[src/hdl/oemc_regs.svh]
`ifndef OEMC_REGS_SVH
`define OEMC_REGS_SVH

// Command codes, which are also the register offsets
`define OEMC_CODE_PAGE      8'h00
`define OEMC_CODE_OPERATION 8'h01

// Operation byte fields
`define OEMC_EN_MSB     7
`define OEMC_EN_LSB     6
`define OEMC_MARGIN_MSB 5
`define OEMC_MARGIN_LSB 4

// Enable field encodings
`define OEMC_EN_IMM_OFF  2'h0
`define OEMC_EN_SOFT_OFF 2'h1
`define OEMC_EN_ON       2'h2

// Margin field encodings
`define OEMC_MG_NOMINAL 2'h0
`define OEMC_MG_LOW     2'h1
`define OEMC_MG_HIGH    2'h2

// Page selector values
`define OEMC_PAGE_CH0   8'h00
`define OEMC_PAGE_CH1   8'h01
`define OEMC_PAGE_ALL   8'hFF

// Reset values
`define OEMC_PAGE_RESET 8'h00
`define OEMC_OP_RESET   8'h00
`define OEMC_RD_RESET   8'h00

`endif

[src/hdl/oemc_pkg.sv]
`default_nettype none
package oemc_pkg;

	typedef enum logic [1:0] {
		OEMC_TGT_NOMINAL,
		OEMC_TGT_LOW,
		OEMC_TGT_HIGH
	} oemc_target_t;

	typedef struct packed {
		logic       valid;
		logic [7:0] code;
		logic [7:0] data;
	} oemc_wr_t;

	typedef struct packed {
		logic       valid;
		logic [7:0] code;
	} oemc_rd_t;

	typedef struct packed {
		logic       ack;
		logic       err;
		logic [7:0] data;
	} oemc_rsp_t;

	typedef struct packed {
		logic         on;
		oemc_target_t target;
		logic         imm_off;
		logic         soft_off;
		logic         ramp_up;
		logic [7:0]   op;
	} oemc_chan_t;

	typedef struct packed {
		logic [7:0] page;
		oemc_rsp_t  rsp;
		logic       wr_err;
	} oemc_top_state_t;

endpackage : oemc_pkg
`default_nettype wire

[src/hdl/oemc_channel.sv]
`timescale 1ns/100ps
`default_nettype none
`include "oemc_regs.svh"

module oemc_channel (
	input  wire logic              sys_clk_i,
	input  wire logic              reset_n_i,
	input  wire logic              op_wr_i,
	input  wire logic [7:0]        op_data_i,
	input  wire logic              bus_mode_i,
	output var  oemc_pkg::oemc_chan_t chan_o
);
	import oemc_pkg::*;

	oemc_chan_t st;
	oemc_chan_t next_st;
	logic [1:0] en_f;
	logic [1:0] mg_f;

	assign en_f = op_data_i[`OEMC_EN_MSB:`OEMC_EN_LSB];
	assign mg_f = op_data_i[`OEMC_MARGIN_MSB:`OEMC_MARGIN_LSB];

	always_comb begin
		next_st          = st;
		next_st.imm_off  = 1'b0;
		next_st.soft_off = 1'b0;
		next_st.ramp_up  = 1'b0;
		if (op_wr_i) begin
			next_st.op = op_data_i;
			// enable field only acts in bus mode
			if (bus_mode_i) begin
				case (en_f)
					`OEMC_EN_IMM_OFF: begin
						if (st.on) begin
							next_st.on      = 1'b0;
							next_st.imm_off = 1'b1;
						end
					end
					`OEMC_EN_SOFT_OFF: begin
						if (st.on) begin
							next_st.on       = 1'b0;
							next_st.soft_off = 1'b1;
						end
					end
					`OEMC_EN_ON: begin
						if (!st.on) begin
							next_st.on      = 1'b1;
							next_st.ramp_up = 1'b1;
						end
					end
					default: begin
					end
				endcase
			end
			case (mg_f)
				`OEMC_MG_NOMINAL: next_st.target = OEMC_TGT_NOMINAL;
				`OEMC_MG_LOW:     next_st.target = OEMC_TGT_LOW;
				`OEMC_MG_HIGH:    next_st.target = OEMC_TGT_HIGH;
				default:          next_st.target = st.target;
			endcase
		end
	end

	always_ff @(posedge sys_clk_i) begin
		if (!reset_n_i) begin
			st <= '{on: 1'b0, target: OEMC_TGT_NOMINAL, imm_off: 1'b0, soft_off: 1'b0,
				ramp_up: 1'b0, op: `OEMC_OP_RESET};
		end else begin
			st <= next_st;
		end
	end

	assign chan_o = st;
endmodule : oemc_channel
`default_nettype wire

[src/hdl/oemc_top.sv]
`timescale 1ns/100ps
`default_nettype none
`include "oemc_regs.svh"

module oemc_top (
	input  wire logic                       sys_clk_i,
	input  wire logic                       reset_n_i,
	input  wire oemc_pkg::oemc_wr_t          wr_i,
	input  wire oemc_pkg::oemc_rd_t          rd_i,
	input  wire logic [1:0]                 bus_mode_i,
	output var  oemc_pkg::oemc_rsp_t         rsp_o,
	output var  logic                       wr_err_o,
	output var  logic [7:0]                 page_o,
	output var  oemc_pkg::oemc_chan_t [1:0]  chan_o
);
	import oemc_pkg::*;

	oemc_top_state_t st;
	oemc_top_state_t next_st;
	logic [1:0]      op_wr;
	oemc_chan_t [1:0] chan;

	// Page value selects a single channel or all of them
	function automatic logic page_hits(input logic [7:0] page, input logic idx);
		logic hit;
		hit = (page == `OEMC_PAGE_ALL);
		if (idx) begin
			hit = hit || (page == `OEMC_PAGE_CH1);
		end else begin
			hit = hit || (page == `OEMC_PAGE_CH0);
		end
		return hit;
	endfunction : page_hits

	function automatic logic page_valid(input logic [7:0] page);
		return page_hits(page, 1'b0) || page_hits(page, 1'b1);
	endfunction : page_valid

	// operation writes go to the channel the page picks
	always_comb begin
		op_wr[0] = wr_i.valid && wr_i.code == `OEMC_CODE_OPERATION && page_hits(st.page, 1'b0);
		op_wr[1] = wr_i.valid && wr_i.code == `OEMC_CODE_OPERATION && page_hits(st.page, 1'b1);
	end

	for (genvar g = 0; g < 2; g++) begin : g_chan
		oemc_channel u_chan (
			.sys_clk_i  (sys_clk_i),
			.reset_n_i  (reset_n_i),
			.op_wr_i    (op_wr[g]),
			.op_data_i  (wr_i.data),
			.bus_mode_i (bus_mode_i[g]),
			.chan_o     (chan[g])
		);
	end

	always_comb begin
		next_st          = st;
		next_st.wr_err   = 1'b0;
		next_st.rsp.ack  = 1'b0;
		next_st.rsp.err  = 1'b0;
		next_st.rsp.data = `OEMC_RD_RESET;
		if (wr_i.valid) begin
			unique case (wr_i.code)
				`OEMC_CODE_PAGE: next_st.page = wr_i.data;
				`OEMC_CODE_OPERATION: next_st.wr_err = !page_valid(st.page);
				default: next_st.wr_err = 1'b1;
			endcase
		end
		if (rd_i.valid) begin
			next_st.rsp.ack = 1'b1;
			unique case (rd_i.code)
				`OEMC_CODE_PAGE: next_st.rsp.data = st.page;
				`OEMC_CODE_OPERATION: begin
					if (page_hits(st.page, 1'b0)) begin
						next_st.rsp.data = chan[0].op;
					end else if (page_hits(st.page, 1'b1)) begin
						next_st.rsp.data = chan[1].op;
					end else begin
						next_st.rsp.err = 1'b1;
					end
				end
				default: next_st.rsp.err = 1'b1;
			endcase
		end
	end

	always_ff @(posedge sys_clk_i) begin
		if (!reset_n_i) begin
			st <= '{page: `OEMC_PAGE_RESET, rsp: '{ack: 1'b0, err: 1'b0, data: `OEMC_RD_RESET},
				wr_err: 1'b0};
		end else begin
			st <= next_st;
		end
	end

	assign rsp_o    = st.rsp;
	assign wr_err_o = st.wr_err;
	assign page_o   = st.page;
	assign chan_o   = chan;
endmodule : oemc_top
`default_nettype wire

[config.mk]
export PLATFORM = sky130hd
export DESIGN_NAME = oemc_top
export DESIGN_NICKNAME = d
export VERILOG_FILES = /design/src/hdl/oemc_pkg.sv /design/src/hdl/oemc_channel.sv /design/src/hdl/oemc_top.sv
export VERILOG_INCLUDE_DIRS = /design/src /design/src/hdl
export SDC_FILE = /design/constraint.sdc
export NUM_CORES = 1
export LEC_CHECK = 0
export ABC_AREA = 1
export ABC_CLOCK_PERIOD_IN_PS = 1610
export BUFFER_PORTS_ARGS = -buffer_cell sky130_fd_sc_hd__buf_2
export CAP_MARGIN = 40
export CORE_ASPECT_RATIO = 1.75
export CORE_MARGIN = 2
export CORE_UTILIZATION = 35
export DETAILED_ROUTE_END_ITERATION = 8
export HOLD_SLACK_MARGIN = 0.12
export MAX_ROUTING_LAYER = met4
export REMOVE_ABC_BUFFERS = 1
export SYNTH_ARGS = -nofsm -noshare
export SYNTH_HDL_FRONTEND = slang
export SYNTH_SLANG_ARGS = --single-unit
[constraint.sdc]
create_clock -name sys_clk_i -period 1.61 [get_ports sys_clk_i]
set_clock_uncertainty 0.2 [all_clocks]
set_input_delay 0.322 -clock sys_clk_i [delete_from_list [all_inputs] [get_ports sys_clk_i]]
set_output_delay 0.322 -clock sys_clk_i [all_outputs]
set_load 0.02 [all_outputs]
---- Yosys cells after proc, flatten, opt, wreduce, memory -nomap -nowiden ----
Index checks and enable logic that the tools add are counted.
storage, ports and cells
  RAM bits ................................ 0
  ROM bits ................................ 0
  register bits after elaboration ......... 47
  latch bits .............................. 0
  logic and storage cells ................. 76
  memories kept ........................... 0
operators by class
  bitwise gates (word level) .............. 0
  shifts and indexed selects .............. 0
  multiply operators ...................... 0
  muxes and demuxes ....................... 23
  div/mod/pow operators ................... 0
  $add $sub $neg .......................... 0
  $lt $le $gt $ge ......................... 0
  reductions and logical operators ........ 28
  equal/unequal tests ..................... 8
operator list
  operator                                             number
  equality test 8 x 1 -> 1 bit, second input constant  3
  zero test 8 bit                                      3
  AND reduction 4 bit                                  6
  2-to-1 mux 8 bit                                     2
  one-hot mux 8 bit (2 select lines)                   1
  2-to-1 mux 1 bit                                     15
  2-to-1 mux 10 bit                                    1
  AND reduction 2 bit                                  5
  equality test 8 bit, second input constant           1
  one-hot mux 1 bit (2 select lines)                   3
  one-hot mux 2 bit (3 select lines)                   1
  AND reduction 3 bit                                  2
  equality test 2 x 1 -> 1 bit, second input constant  2
  equality test 2 bit, second input constant           2
  zero test 2 bit                                      2
  logical AND 1 bit                                    3
  logical OR 1 bit                                     3
  nonzero test 3 bit                                   1
  nonzero test 2 bit                                   1
  OR reduction 2 bit                                   1
  zero test 1 bit                                      1

---- Logic depth before layout (Yosys ltp) ----
  depth in word-level cells ............... 11
  mapped depth ............................ 9
  gate-level depth less buffers ........... 9

---- By module ----
Synthesis repeated with hierarchy kept, for this count alone.
unflattened totals
  cell total of the unflattened synthesis .. 281
  area, all modules ....................... 2087.0 sq um
by module, submodules not included
  module        cells each  times used  area an instance (sq um)
  oemc_channel  62          2           524.3
  oemc_top      157         1           1038.5

---- Least setup slack after synthesis ----
Ideal clock, no wire load.
  path kind ............................... register to register
  start ................................... register st, in the netlist page_o[0]
  end ..................................... register g_chan[0].u_chan.st, in the netlist g_chan[0].u_chan.chan_o[0]
  arrival ................................. 1.326 ns
  data required time ...................... 1.297 ns
  slack ................................... -0.029 ns
  cell stages (with the launch flop) ...... 9
  setup time .............................. 0.113 ns
  path through ............................ dfxtp_1 -> nand2_1 -> nor2_1 -> nand2_2 -> o21ai_4 -> nand2_4 -> buf_6 -> o21ai_1 -> nor2_1
on the way
  longest elaborated chain between the ends .. 3
  elaborated cells on any way between the ends .. 4
  classes of those cells .................. eq/ne (1); reduce/logical (3)
RTL lines
  what                                                                     line                RTL
  start, declared                                                          oemc_top.sv:18      oemc_top_state_t st;
  start signal, assigned                                                   oemc_top.sv:89      st <= '{page: `OEMC_PAGE_RESET, rsp: '{ack: 1'b0, err: 1'b0, data: `OEMC_RD_RESET},
  start signal, assigned                                                   oemc_top.sv:92      st <= next_st;
  equality test 8 bit (no source line) or zero test 8 bit (tied branches)  --
  logical OR 1 bit *                                                       --
  logical AND 1 bit *                                                      oemc_top.sv:41      op_wr[0] = wr_i.valid && wr_i.code == `OEMC_CODE_OPERATION && page_hits(st.page, 1'b0);
  end signal, assigned                                                     oemc_channel.sv:66  st <= '{on: 1'b0, target: OEMC_TGT_NOMINAL, imm_off: 1'b0, soft_off: 1'b0,
  end signal, assigned                                                     oemc_channel.sv:69  st <= next_st;
  end, declared                                                            oemc_channel.sv:15  oemc_chan_t st;
Mark *: on every way between the ends. The rest lies on a longest branch, timed or not.
A chain may end at the register's enable or synchronous reset.

---- Worst setup path after layout ----
  start ................................... register st, in the netlist page_o[0]
  end ..................................... register st, in the netlist rsp_o[1]
on the way
  longest elaborated chain between the ends .. 8
  elaborated cells on any way between the ends .. 13
  classes of those cells .................. eq/ne (2); mux (8); reduce/logical (3)
RTL lines
  what                                                                                  line            RTL
  equality test 8 bit (no source line) or equality test 8 x 1 -> 1 bit (tied branches)  --
  logical OR 1 bit                                                                      oemc_top.sv:28  hit = hit || (page == `OEMC_PAGE_CH1);
  2-to-1 mux 1 bit                                                                      oemc_top.sv:74  if (page_hits(st.page, 1'b0)) begin
  2-to-1 mux 1 bit                                                                      oemc_top.sv:71  unique case (rd_i.code)
  2-to-1 mux 1 bit                                                                      oemc_top.sv:69  if (rd_i.valid) begin
  2-to-1 mux 8 bit                                                                      oemc_top.sv:76  end else if (page_hits(st.page, 1'b1)) begin
  2-to-1 mux 8 bit *                                                                    oemc_top.sv:74
  one-hot mux 8 bit (2 select lines) *                                                  oemc_top.sv:71
Mark *: on every way between the ends. The rest lies on a longest branch, timed or not. The select of a mux whose other input is x is not followed.

==> impl_results.md <==
- Status: finished, final reports clean
- Via density: 4.60
- Fin cells: 475
- Hold Vio Cnt, Final: 0
- Starting Density: 0.361
- Post-Synth XOR/XNOR Area: 0
- Max_cap viols: 0
- Hold Path Origin: wr_i[16]
- N_diodes: 0
- Synth Area in Simple Gates: 0.339
- Tcrit/Tclk final: 0.966
- Die Wd: 62.9 µm
- CTS sink count: 47
- Hold Path End: wr_err_o
- Mapped Cells: 290
- Synthesized cell area: 2120 µm²
- Crit path cell chain: nor2_4 -> nand2_2 -> o21ai_4 -> buf_2 -> nand2_1 -> nand3_1 -> a21oi_1
- Longest Clk Path Bufs: 2
- # setup viols final: 0
- RSZ-0062 raised after global routing: yes
- Register area share after synthesis: 0.443
- CP endpoint kind: flop
- First DRT Iteration DRCs: 53
- DR vias: 2183
- Number of global-route vias before repair: 2091
- Largest net degree at the start of global routing: 15
- Pre-antenna DRT Iters: 4
- Largest family of logic cells by synthesized area: simple AND/OR/NAND/NOR gates
- Fin crit period: 1560 ps
- Synth Area in Adders: 0
- Flop-to-flop setup slack: 50 ps
- RD Place Congestion: 0.795
- Max frequency: 643 MHz
- TritonCTS buffer count: 5
- First-pass GRT wire length: 9560 µm
- HP Class: input port to flop
- Gr usage total: 0.185
- Register clock-pin slew on the reported worst setup and hold paths: 80 ps
- DRC viols: 0
- Worst-margin pin slew: 266 ps
- Row cnt: 37
- Reg2Reg Depth: 7
- Worst Hold Depth: 3
- WL final: 6010 µm
- Power per cell area: 681 nW/µm²
- Leak Pwr: 0.00140 µW
- WP data required: 1600 ps
- R2r endpoint: rsp_o[1]
- Setup TNS: 0 ps
- Max stage delay cell, worst path: dfxtp_4
- Layout net count: 426
- H-Tree Depth: 2
- Worst rel slew slack: 0.821
- Setup crit start kind: flop
- Io pins: 77
- Mux contribution to synthesized area: 0
- Setup CP Type: flop to flop
- Post-synthesis compound-gate area fraction: 0.132
- Placed cells: 457
- Skew-Pair Late Insertion Delay: 300 ps
- P&R area growth vs syn: 39.3%
- CTS tree: built
- Die area: 6730 µm²
- Share of cells above drive strength 1: 0.365
- Post-detailed-placement half-perimeter wirelength: 4670 µm
- Worst Path Buf+Inv: 1
- Port Buffers: 76
- Critical path's top delay family: flip-flops
- Post-route ant nets: 0
- Total grt overflow: 0
- Standard cell core area: 5880 µm²
- Pwr Total: 2020 µW
- Antenna violations before repair: 0
- Fin. max-slew vios: 0
- Reg2reg start: page_o[0]
- Worst Path Max Fanout: 4
- Wire per inst: 12.7 µm
- Flops & latches, synth: 47
- Worst EP arrival: 1550 ps
- WP depth: 7
- Post-synth cell types: 31
- Max VDD drop: 445 µV
- Die Ht: 107 µm
- Yosys warning count: 0
- Clk root buf: clkbuf_8
- Syn Area/Cell: 7.33 µm²
- Crit path largest cell delay: 370 ps
-- sequential cells by signal, summed over array words and instances, names as in the netlist --
| name | flops |
|---|---|
| wr_err_o | 1 |
| page_o | 8 |
| rsp_o | 10 |
| g_chan.u_chan.chan_o | 28 |
-- cell type report --
type                       count  area, µm²
clock buffer                   6       72.6
clock inverter                 2       12.5
fill                         617       2920
inverter                      40        160
multi-input combinational    199       1040
sequential                    47        958
tap                           78       97.6
timing repair buffer         103        618
-- how the worst max path moves through the flow --
stage	from	endpoint	slack, ps
5_1_grt	page_o[5]	g_chan[0].u_chan.chan_o[13]	-70
3_5_place_dp	wr_i[12]	g_chan[0].u_chan.chan_o[12]	-110
6_report	page_o[0]	rsp_o[1]	50
2_1_floorplan	page_o[0]	g_chan[0].u_chan.chan_o[11]	-80
3_3_place_gp	wr_i[12]	g_chan[0].u_chan.chan_o[12]	-80
4_1_cts	page_o[7]	g_chan[0].u_chan.chan_o[8]	4
-- cell usage after synthesis --
cell | instances | area share
o21ai_0 | 16 | 0.038
nor2_2 | 1 | 0.0029
buf_2 | 2 | 0.0047
o211ai_1 | 1 | 0.0035
a21boi_0 | 1 | 0.0035
o21bai_1 | 2 | 0.0071
nand2_2 | 1 | 0.0029
nor3b_2 | 1 | 0.0059
nor2_4 | 2 | 0.011
buf_1 | 1 | 0.0018
o21ai_4 | 1 | 0.0077
o21ai_1 | 5 | 0.012
o21ai_2 | 1 | 0.0041
inv_1 | 38 | 0.067
nand2_1 | 55 | 0.097
inv_2 | 1 | 0.0018
nor3_2 | 2 | 0.0094
or2_2 | 2 | 0.0059
nor3_1 | 3 | 0.0071
dfxtp_1 | 47 | 0.44
nor2_1 | 47 | 0.083
nor2_8 | 1 | 0.0094
clkinv_4 | 1 | 0.0041
nor4_4 | 1 | 0.010
nand3_1 | 21 | 0.049
nand4_1 | 4 | 0.012
nor4_2 | 2 | 0.012
clkbuf_1 | 1 | 0.0018
nand2_4 | 4 | 0.021
buf_6 | 1 | 0.0053
a21oi_1 | 24 | 0.057
-- layout by cell type, fill, tap and decap left out, drive strengths merged --
cell type / n
nor3b: 1
nor2: 51
o21ai: 23
clkinv: 2
nor4: 3
dlygate4sd3: 4
clkinvlp: 1
nand4: 4
o21bai: 2
buf: 99
nand3: 21
clkbuf: 6
inv: 39
a21boi: 1
nor3: 5
o211ai: 1
a21oi: 24
nand2: 61
or2: 2
dfxtp: 47
-- tightest hold or removal path, cell delays in order --
cell and delay [ps]:
buf_2 120, o211ai_1 90, a21oi_1 40
-- logic make-up (layout without fill, tap and decap cells) --
group / Yosys count / count (layout)
AND/OR/NAND/NOR: 147 / 148
AO/OA/AOI/OAI: 51 / 51
flip-flops: 47 / 47
buffers and inverters: 45 / 151
-- metal layers --
layer  wire (µm)  up-vias  global-route usage  part of all wire
li1            -     1137                   -                 -
met4         176        0              0.0825             0.029
met5           0        -                   -                 0
met3         262       14              0.0283             0.044
met2        3330       67               0.348              0.55
met1        2240      965               0.184              0.37
-- power by group --
part           leakage [µW]  total, µW  internal (µW)  switching, µW
registers          0.000384       1160           1160           1.71
logic              0.000979        162           68.0           94.0
clock network     0.0000412        691            304            388
-- stage by stage --
stage | cell area (µm²) | hold slack, ps | setup slack [ps] | utilization
floorplan | 2100 | 230 | -81.4 | -
global placement | 2720 | 247 | -77.3 | 0.463
detailed placement | 2720 | 254 | -111 | 0.463
CTS | 2860 | 120 | 4.46 | 0.486
global route | 2960 | 146 | -68.3 | 0.503
finish | 2960 | 120 | 54.2 | 0.503
-- timing repair --
item / in CTS / in global routing
pin swaps: 0 / 7
gates cloned: 0 / 2
setup buffers: 0 / 4
resized for setup: 8 / 26
hold endpoints to repair: 6 / 0
setup endpoints to repair: 13 / 34
hold buffers: 4 / 0
Note: power is estimated with default switching activity, not from simulation.
